$ cat src/inc/acr_pkg.sv
// Package: register map, field positions, reset values and types of the converter control
package acr_pkg;
	// --------------------------------------------------------------
	// Register map
	// --------------------------------------------------------------
	localparam logic [3:0]  OFS_ANALOG   = 4'h0;
	localparam logic [3:0]  OFS_STATUS   = 4'h4;
	localparam logic [3:0]  OFS_RESULT   = 4'h8;
	localparam logic [3:0]  OFS_BIT_TIME = 4'hC;
	// --------------------------------------------------------------
	// Fields and reset values
	// --------------------------------------------------------------
	localparam int          STS_BUSY_POS  = 0;
	localparam int          STS_SHORT_POS = 1;
	localparam int          STS_PINS_POS  = 2;
	localparam logic [11:0] ANALOG_RST    = 12'h000;
	localparam logic [7:0]  BIT_TIME_RST  = 8'h04;
	localparam logic [11:0] RESULT_RST    = 12'h000;
	localparam logic [3:0]  SHORT_TAIL    = 4'h8;
	localparam logic [3:0]  MSB_IDX       = 4'hB;
	localparam logic [3:0]  STOP_FULL     = 4'h0;
	localparam logic [3:0]  STOP_SHORT    = 4'h4;
	localparam int          PIN_CNT       = 5;
	// --------------------------------------------------------------
	// Types
	// --------------------------------------------------------------
	typedef enum logic {ST_IDLE, ST_CONVERT} acr_state_type;
	typedef enum logic [1:0] {DRV_OFF, DRV_WORD, DRV_MSB, DRV_LSB} acr_drive_type;
endpackage

$ cat src/design/acr_convert_read.sv
// Converter start, status and three-state read control behind an Avalon-MM slave
//
// Operation
// - A conversion starts when chip enable, select low and read-not-convert low combine.
// - The last of the three inputs to reach its start level triggers conversion.
// - All three start inputs may change together; each path has equal delay.
// - Busy output is high only while a conversion runs.
// - While busy, all data outputs are undriven and reads return nothing.
// - A start condition while busy is ignored; it neither resets nor restarts.
// - Outputs enable only with read high, idle, chip enable high, select low.
// - Active data lines follow word-width select and byte select.
// - Word width high drives all twelve lines; byte select is ignored.
// - Word width low presents two 8-bit bytes chosen by byte select.
// - Byte mode, byte select low: only the eight upper result bits drive.
// - Byte mode, byte select high: lines 7..4 low, four low bits driven.
// - Switching between bytes disables all lines before enabling the other.
// - Byte select may toggle at any time without disturbing the converter.
// - Start latches byte select: low gives 12 bits, high stops after 8.
// - After an 8-bit conversion, low result bits read 1000.
// - Chip enable low or select high: no start, no output enable.
`timescale 1ns/1ps
module acr_convert_read #(
	parameter int BIT_CYCLES = 4
) (
	input  wire logic        CLK_SYS,
	input  wire logic        RST_N,
	input  wire logic [3:0]  AVS_ADDRESS,
	input  wire logic        AVS_READ,
	input  wire logic        AVS_WRITE,
	input  wire logic [31:0] AVS_WRITEDATA,
	input  wire logic [3:0]  AVS_BYTEENABLE,
	output logic      [31:0] AVS_READDATA,
	output logic             AVS_WAITREQUEST,
	input  wire logic        CHIP_ENABLE,
	input  wire logic        CHIP_SELECT_N,
	input  wire logic        READ_NOT_CONVERT,
	input  wire logic        WORD_SELECT,
	input  wire logic        BYTE_SELECT,
	output logic             CONVERSION_IN_PROGRESS,
	output logic      [11:0] DATA_O,
	output logic      [11:0] DATA_OE
);
	if (BIT_CYCLES < 1 || BIT_CYCLES > 255) begin : g_chk
		$error("BIT_CYCLES must lie in 1..255");
	end

	// --------------------------------------------------------------
	// Pin synchronisers and agreement filter
	// --------------------------------------------------------------
	localparam int N = acr_pkg::PIN_CNT;
	logic [N-1:0] pins;
	logic [N-1:0] s1_reg, s2_reg, s3_reg, filt_reg, filt_next;
	assign pins = {BYTE_SELECT, WORD_SELECT, READ_NOT_CONVERT, CHIP_SELECT_N, CHIP_ENABLE};

	for (genvar i = 0; i < N; i++) begin : g_filt
		always_comb begin
			filt_next[i] = (s2_reg[i] == s3_reg[i]) ? s3_reg[i] : filt_reg[i];
		end
	end

	always_ff @(posedge CLK_SYS) begin
		if (!RST_N) begin
			s1_reg   <= '0;
			s2_reg   <= '0;
			s3_reg   <= '0;
			filt_reg <= '0;
		end else begin
			s1_reg   <= pins;
			s2_reg   <= s1_reg;
			s3_reg   <= s2_reg;
			filt_reg <= filt_next;
		end
	end

	logic ce, cs_n, rnc, word_sel, bsel;
	assign ce       = filt_reg[0];
	assign cs_n     = filt_reg[1];
	assign rnc      = filt_reg[2];
	assign word_sel = filt_reg[3];
	assign bsel     = filt_reg[4];

	// --------------------------------------------------------------
	// Avalon-MM slave, one wait state
	// --------------------------------------------------------------
	logic        ack_reg, ack_next;
	logic [31:0] rdata_reg, rdata_next;
	logic [11:0] analog_reg, analog_next;
	logic [7:0]  bit_time_reg, bit_time_next;
	logic [11:0] result_reg, result_next;
	logic        busy;
	logic        short_reg, short_next;
	logic        req, wr_go;

	assign req             = AVS_READ | AVS_WRITE;
	assign AVS_WAITREQUEST = req & ~ack_reg;
	assign wr_go           = AVS_WRITE & ack_reg;
	assign AVS_READDATA    = rdata_reg;

	always_comb begin
		ack_next      = req & ~ack_reg;
		rdata_next    = rdata_reg;
		analog_next   = analog_reg;
		bit_time_next = bit_time_reg;
		if (AVS_READ && !ack_reg) begin
			if (AVS_ADDRESS == acr_pkg::OFS_ANALOG) begin
				rdata_next = {20'h0_0000, analog_reg};
			end else if (AVS_ADDRESS == acr_pkg::OFS_STATUS) begin
				rdata_next = '0;
				rdata_next[acr_pkg::STS_BUSY_POS]  = busy;
				rdata_next[acr_pkg::STS_SHORT_POS] = short_reg;
				rdata_next[acr_pkg::STS_PINS_POS +: N] = filt_reg;
			end else if (AVS_ADDRESS == acr_pkg::OFS_RESULT) begin
				rdata_next = {20'h0_0000, result_reg};
			end else if (AVS_ADDRESS == acr_pkg::OFS_BIT_TIME) begin
				rdata_next = {24'h00_0000, bit_time_reg};
			end else begin
				rdata_next = 32'h0000_0000;
			end
		end
		if (wr_go) begin
			if (AVS_ADDRESS == acr_pkg::OFS_ANALOG) begin
				if (AVS_BYTEENABLE[0]) analog_next[7:0] = AVS_WRITEDATA[7:0];
				if (AVS_BYTEENABLE[1]) analog_next[11:8] = AVS_WRITEDATA[11:8];
			end else if (AVS_ADDRESS == acr_pkg::OFS_BIT_TIME) begin
				if (AVS_BYTEENABLE[0]) bit_time_next = AVS_WRITEDATA[7:0];
			end
		end
	end

	always_ff @(posedge CLK_SYS) begin
		if (!RST_N) begin
			ack_reg      <= 1'b0;
			rdata_reg    <= 32'h0000_0000;
			analog_reg   <= acr_pkg::ANALOG_RST;
			bit_time_reg <= 8'(BIT_CYCLES);
		end else begin
			ack_reg      <= ack_next;
			rdata_reg    <= rdata_next;
			analog_reg   <= analog_next;
			bit_time_reg <= bit_time_next;
		end
	end

	// --------------------------------------------------------------
	// Start detection and successive approximation
	// --------------------------------------------------------------
	acr_pkg::acr_state_type state_reg, state_next;
	logic        start_cond, prev_reg, start_rise;
	logic [3:0]  idx_reg, idx_next;
	logic [7:0]  timer_reg, timer_next, bt_eff;
	logic [11:0] sar_reg, sar_next, trial;
	logic [3:0]  stop_idx;

	assign start_cond = ce & ~cs_n & ~rnc;
	assign start_rise = start_cond & ~prev_reg;
	assign busy       = (state_reg == acr_pkg::ST_CONVERT);
	assign bt_eff     = (bit_time_reg == 8'h00) ? 8'h01 : bit_time_reg;
	assign trial      = sar_reg | (12'h001 << idx_reg);
	assign stop_idx   = short_reg ? acr_pkg::STOP_SHORT : acr_pkg::STOP_FULL;

	always_comb begin
		state_next  = state_reg;
		idx_next    = idx_reg;
		timer_next  = timer_reg;
		sar_next    = sar_reg;
		short_next  = short_reg;
		result_next = result_reg;
		case (state_reg)
			acr_pkg::ST_IDLE: begin
				if (start_rise) begin
					state_next = acr_pkg::ST_CONVERT;
					idx_next   = acr_pkg::MSB_IDX;
					timer_next = bt_eff;
					sar_next   = '0;
					short_next = bsel;
				end
			end
			acr_pkg::ST_CONVERT: begin
				// Further starts are not looked at here
				if (timer_reg > 8'h01) begin
					timer_next = timer_reg - 8'h01;
				end else begin
					if (trial <= analog_reg) begin
						sar_next = trial;
					end
					if (idx_reg == stop_idx) begin
						state_next  = acr_pkg::ST_IDLE;
						result_next = (trial <= analog_reg) ? trial : sar_reg;
						if (short_reg) begin
							result_next[3:0] = acr_pkg::SHORT_TAIL;
						end
					end else begin
						idx_next   = idx_reg - 4'h1;
						timer_next = bt_eff;
					end
				end
			end
			default: state_next = acr_pkg::ST_IDLE;
		endcase
	end

	always_ff @(posedge CLK_SYS) begin
		if (!RST_N) begin
			state_reg  <= acr_pkg::ST_IDLE;
			prev_reg   <= 1'b0;
			idx_reg    <= 4'h0;
			timer_reg  <= 8'h00;
			sar_reg    <= 12'h000;
			short_reg  <= 1'b0;
			result_reg <= acr_pkg::RESULT_RST;
		end else begin
			state_reg  <= state_next;
			prev_reg   <= start_cond;
			idx_reg    <= idx_next;
			timer_reg  <= timer_next;
			sar_reg    <= sar_next;
			short_reg  <= short_next;
			result_reg <= result_next;
		end
	end

	assign CONVERSION_IN_PROGRESS = busy;

	// --------------------------------------------------------------
	// Output drive with break-before-make
	// --------------------------------------------------------------
	acr_pkg::acr_drive_type drv_reg, drv_next, want;
	logic        out_en;
	logic [11:0] data_reg, data_next, oe_reg, oe_next;

	// Byte select is only a mux steer here, never a reset
	assign out_en = rnc & ~busy & ce & ~cs_n;

	always_comb begin
		if (!out_en) begin
			want = acr_pkg::DRV_OFF;
		end else if (word_sel) begin
			want = acr_pkg::DRV_WORD;
		end else if (!bsel) begin
			want = acr_pkg::DRV_MSB;
		end else begin
			want = acr_pkg::DRV_LSB;
		end
		// A change between two driven modes passes through all-off
		if (drv_reg == want || drv_reg == acr_pkg::DRV_OFF || want == acr_pkg::DRV_OFF) begin
			drv_next = want;
		end else begin
			drv_next = acr_pkg::DRV_OFF;
		end
		case (drv_next)
			acr_pkg::DRV_WORD: begin
				oe_next   = 12'hFFF;
				data_next = result_reg;
			end
			acr_pkg::DRV_MSB: begin
				oe_next   = 12'hFF0;
				data_next = {result_reg[11:4], 4'h0};
			end
			acr_pkg::DRV_LSB: begin
				oe_next   = 12'h0FF;
				data_next = {4'h0, 4'h0, result_reg[3:0]};
			end
			default: begin
				oe_next   = 12'h000;
				data_next = 12'h000;
			end
		endcase
	end

	always_ff @(posedge CLK_SYS) begin
		if (!RST_N) begin
			drv_reg  <= acr_pkg::DRV_OFF;
			data_reg <= 12'h000;
			oe_reg   <= 12'h000;
		end else begin
			drv_reg  <= drv_next;
			data_reg <= data_next;
			oe_reg   <= oe_next;
		end
	end

	assign DATA_O  = data_reg;
	assign DATA_OE = oe_reg;
endmodule // acr_convert_read

$ cat config.mk
export PLATFORM = sky130hd
export DESIGN_NAME = acr_convert_read
export DESIGN_NICKNAME = d
export VERILOG_FILES = /design/src/inc/acr_pkg.sv /design/src/design/acr_convert_read.sv
export SDC_FILE = /design/constraint.sdc
export NUM_CORES = 1
export LEC_CHECK = 0
export BUFFER_PORTS_ARGS = -buffer_cell sky130_fd_sc_hd__buf_2
export CORE_UTILIZATION = 40
export CTS_CLUSTER_SIZE = 10
export DETAILED_ROUTE_END_ITERATION = 12
export GPL_TIMING_DRIVEN = 0
export HOLD_SLACK_MARGIN = 0.06
export PLACE_DENSITY = 0.67
export SETUP_SLACK_MARGIN = 0.2
export SLEW_MARGIN = 20
export SYNTH_ARGS = -nofsm -noshare
export SYNTH_HDL_FRONTEND = slang
export SYNTH_SLANG_ARGS = --single-unit
$ cat constraint.sdc
create_clock -name CLK_SYS -period 2.8 [get_ports CLK_SYS]
set_clock_uncertainty 0.15 [all_clocks]
set_input_delay 0.42 -clock CLK_SYS [delete_from_list [all_inputs] [get_ports CLK_SYS]]
set_output_delay 0.42 -clock CLK_SYS [all_outputs]
set_load 0.05 [all_outputs]
==> results.sh <==
export IMPL_status="completed"
export IMPL_place_ws_ns=-0.195
export IMPL_switching_share_pct=24.6
export IMPL_grt_setup_unrepaired="false"
export IMPL_ys_seq_area_share_pct=43.1
export IMPL_irDropWorstVdd_uv=323
export IMPL_grtUsageTotal_pct=19.9
export IMPL_hold_violations=0
export IMPL_die_h_microns=115
export IMPL_pin_count=107
export IMPL_crit_type="reg2reg"
export IMPL_finalHoldWorstSlack_ns=0.116
export IMPL_finalWorstSetupSlack_ns=0.318
export IMPL_intPower_w=0.00243
export IMPL_synthCells=549
export IMPL_cts_root_buf="clkbuf_16"
export IMPL_period_share_pct=88.6
export IMPL_insertion_delay_ns=0.35
export IMPL_area_delta_synth_final_pct=22.5
export IMPL_cts_buffers=9
export IMPL_hp_class="in2reg"
export IMPL_grt_max_degree=18
export IMPL_clkPwrFrac_pct=41.9
export IMPL_synth_ff_type="dfxtp_1"
export IMPL_grt_pass1_wl_mm=20.1
export IMPL_r2r_slack_ns=0.32
export IMPL_drv_slew=0
export IMPL_drt_iter0_drc=326
export IMPL_hold_start="CHIP_SELECT_N"
export IMPL_syn_area_sq_um=5060
export IMPL_worst_pin_slew_ns=0.634
export IMPL_num_rows=40
export IMPL_num_vias=4253
export IMPL_drt_total_wl_mm=12.6
export IMPL_vias_per_cell=5.17
export IMPL_tritoncts="done"
export IMPL_design_die_area_sq_um=13100
export IMPL_ys_ff_latch=109
export IMPL_synth_common_cells="dfxtp_1, nor2_1, a21oi_1, buf_4, mux2i_1"
export IMPL_synth_most_common_cell="dfxtp_1"
export IMPL_yosysWarnings=0
export IMPL_cts_sinks=109
export IMPL_timing_fmax_mhz=403
export IMPL_die_w_microns=115
export IMPL_min_period_ns=2.48
export IMPL_path_clk_slew_ns=0.07
export IMPL_cellLeakagePower_nw=2.59
export IMPL_cts_hold_buffers=0
export IMPL_regToRegEndpoint="sar_reg[0]$_SDFFE_PN0P_"
export IMPL_portBuffers=63
export IMPL_gp_congestion=0.859
export IMPL_relSlewSlack_pct=57.4
export IMPL_p_comb_share_pct=9.0
export IMPL_htreeDepth=3
export IMPL_fin_tns_setup_ns=0
export IMPL_ff2ff_path_depth=7
export IMPL_drive_gt1_share_pct=24.7
export IMPL_initial_utilization_pct=41.6
export IMPL_yosys_area_top_type_share_pct=43.1
export IMPL_maxCapViolations=0
export IMPL_synth_area_leaders="dfxtp_1, mux2i_1, ha_1"
export IMPL_grt_ovfl_total=0
export IMPL_grt_pass1_vias=4010
export IMPL_clk_path_buf_depth=2
export IMPL_hold_path_depth=2
export IMPL_dr_pass1_iters=5
export IMPL_startpoint_type="register"
export IMPL_async_flop_share_pct=0
export IMPL_ant_nets=0
export IMPL_p_seq_share_pct=49.1
export IMPL_r2r_start="idx_reg[0]$_SDFFE_PN0P_"
export IMPL_diodes=0
export IMPL_final_util_pct=51.0
export IMPL_place_hpwl_mm=9.39
export IMPL_nNetsFinal=721
export IMPL_p_per_area_nw_per_um2=519
export IMPL_setup_violations_final=0
export IMPL_crit_fanout=6
export IMPL_wl_per_cell_microns=15.4
export IMPL_min_to="s1_reg[1]$_SDFF_PN0_"
export IMPL_finalInstanceArea_sq_um=6200
export IMPL_synth_edf_count=0
export IMPL_end_kind="register"
export IMPL_postSynthAreaPerCell_sq_um=9.22
export IMPL_drc_errors=0
export IMPL_dpl_instance_area_sq_um=5660
export IMPL_cp_data_required_time_ns=2.89
export IMPL_ys_types=57
export IMPL_yosys_area_top_type="dfxtp_1"
export IMPL_power_switching_w=0.000791
export IMPL_core_area_sq_um=12200
export IMPL_worstPathArrival_ns=2.57
export IMPL_grt_antenna_before_repair=0
-- worst max-delay path, stage by stage (launching register included) --
cell and delay [ns]:
dfxtp_4 0.36, ha_1 0.25, a21o_1 0.23, ha_1 0.37, nand4_1 0.21, a211o_1 0.39
a211oi_2 0.32, nor4b_1 0.09
-- placed cells by master (no fill, tap or decap), types with 16 or more instances in the layout --
master	n
ha_1	16
and2_1	26
nor3_1	16
conb_1	20
buf_2	69
inv_1	19
dfxtp_1	105
a21oi_1	35
buf_4	38
nand2_1	22
mux2i_1	31
nor2_1	66
-- repair_timing --
item / in CTS / in global routing
endpoints found under the hold margin: 0 / 0
pin swaps: 2 / 10
setup endpoints to repair: 17 / 30
setup buffers: 1 / 7
gates resized for setup: 12 / 26
-- power groups by stage --
stage	clock network, W	logic (W)	registers [W]
after CTS	0.00136	0.000276	0.00158
after detailed placement	0	0.000271	0.00162
after global placement	0	0.000268	0.00162
after floorplan	0	0.000177	0.00164
final	0.00135	0.000290	0.00158
after global routing	0.00144	0.000310	0.00158
-- layer usage --
metal	global-route usage, %	share of wire (%)	vias up
li1	-	-	2101
met4	7.27	1.7	0
met3	4.34	5.4	13
met2	34.4	49	119
met5	0	0	-
met1	24.3	44	2020
-- worst max path at each step --
stage / end / depth (start not counted) / from / slack, ns
after global placement: result_reg[4]$_SDFFE_PN0P_ / 9 / idx_reg[0]$_SDFFE_PN0P_ / -0.08
after floorplan: result_reg[3]$_SDFFE_PN0P_ / 10 / idx_reg[1]$_SDFFE_PN0P_ / 0.34
after global routing: sar_reg[0]$_SDFFE_PN0P_ / 9 / idx_reg[0]$_SDFFE_PN0P_ / 0.20
final: sar_reg[0]$_SDFFE_PN0P_ / 7 / idx_reg[0]$_SDFFE_PN0P_ / 0.32
after CTS: result_reg[3]$_SDFFE_PN0P_ / 8 / idx_reg[3]$_SDFFE_PN0P_ / 0.20
after detailed placement: result_reg[4]$_SDFFE_PN0P_ / 9 / idx_reg[0]$_SDFFE_PN0P_ / -0.20
-- logic make-up (layout without fill, tap and decap cells) --
family	count (synthesis)	count (layout)	share of synthesized area (%)
other	1	20	0.0741
adders and majority gates	22	22	5.44
AOI/OAI and AO/OA	124	124	16.5
DFF	109	109	43.1
buffers and inverters	76	163	8.55
xor gates and xnor gates	4	4	0.692
and+or+nand+nor	180	180	19.1
muxes	33	33	6.57
-- area by class of cell --
cell class | instances | area (sq um)
clock buffers | 12 | 267
well taps | 168 | 210
plain buffers | 56 | 373
multi-input cells | 383 | 2660
clock inverters | 4 | 52.6
inverters | 20 | 75.1
fillers | 1131 | 5960
flip-flops and latches | 109 | 2190
repair buffers | 71 | 379
-- through the flow --
| stage | cells | power, W |
|---|---|---|
| finish | 823 | 0.00322 |
| global route | 823 | 0.00334 |
| CTS | 816 | 0.00322 |
| detailed placement | 799 | 0.00189 |
| global placement | 799 | 0.00189 |
| floorplan | 568 | 0.00182 |
Power figures use the tool's default switching activity.
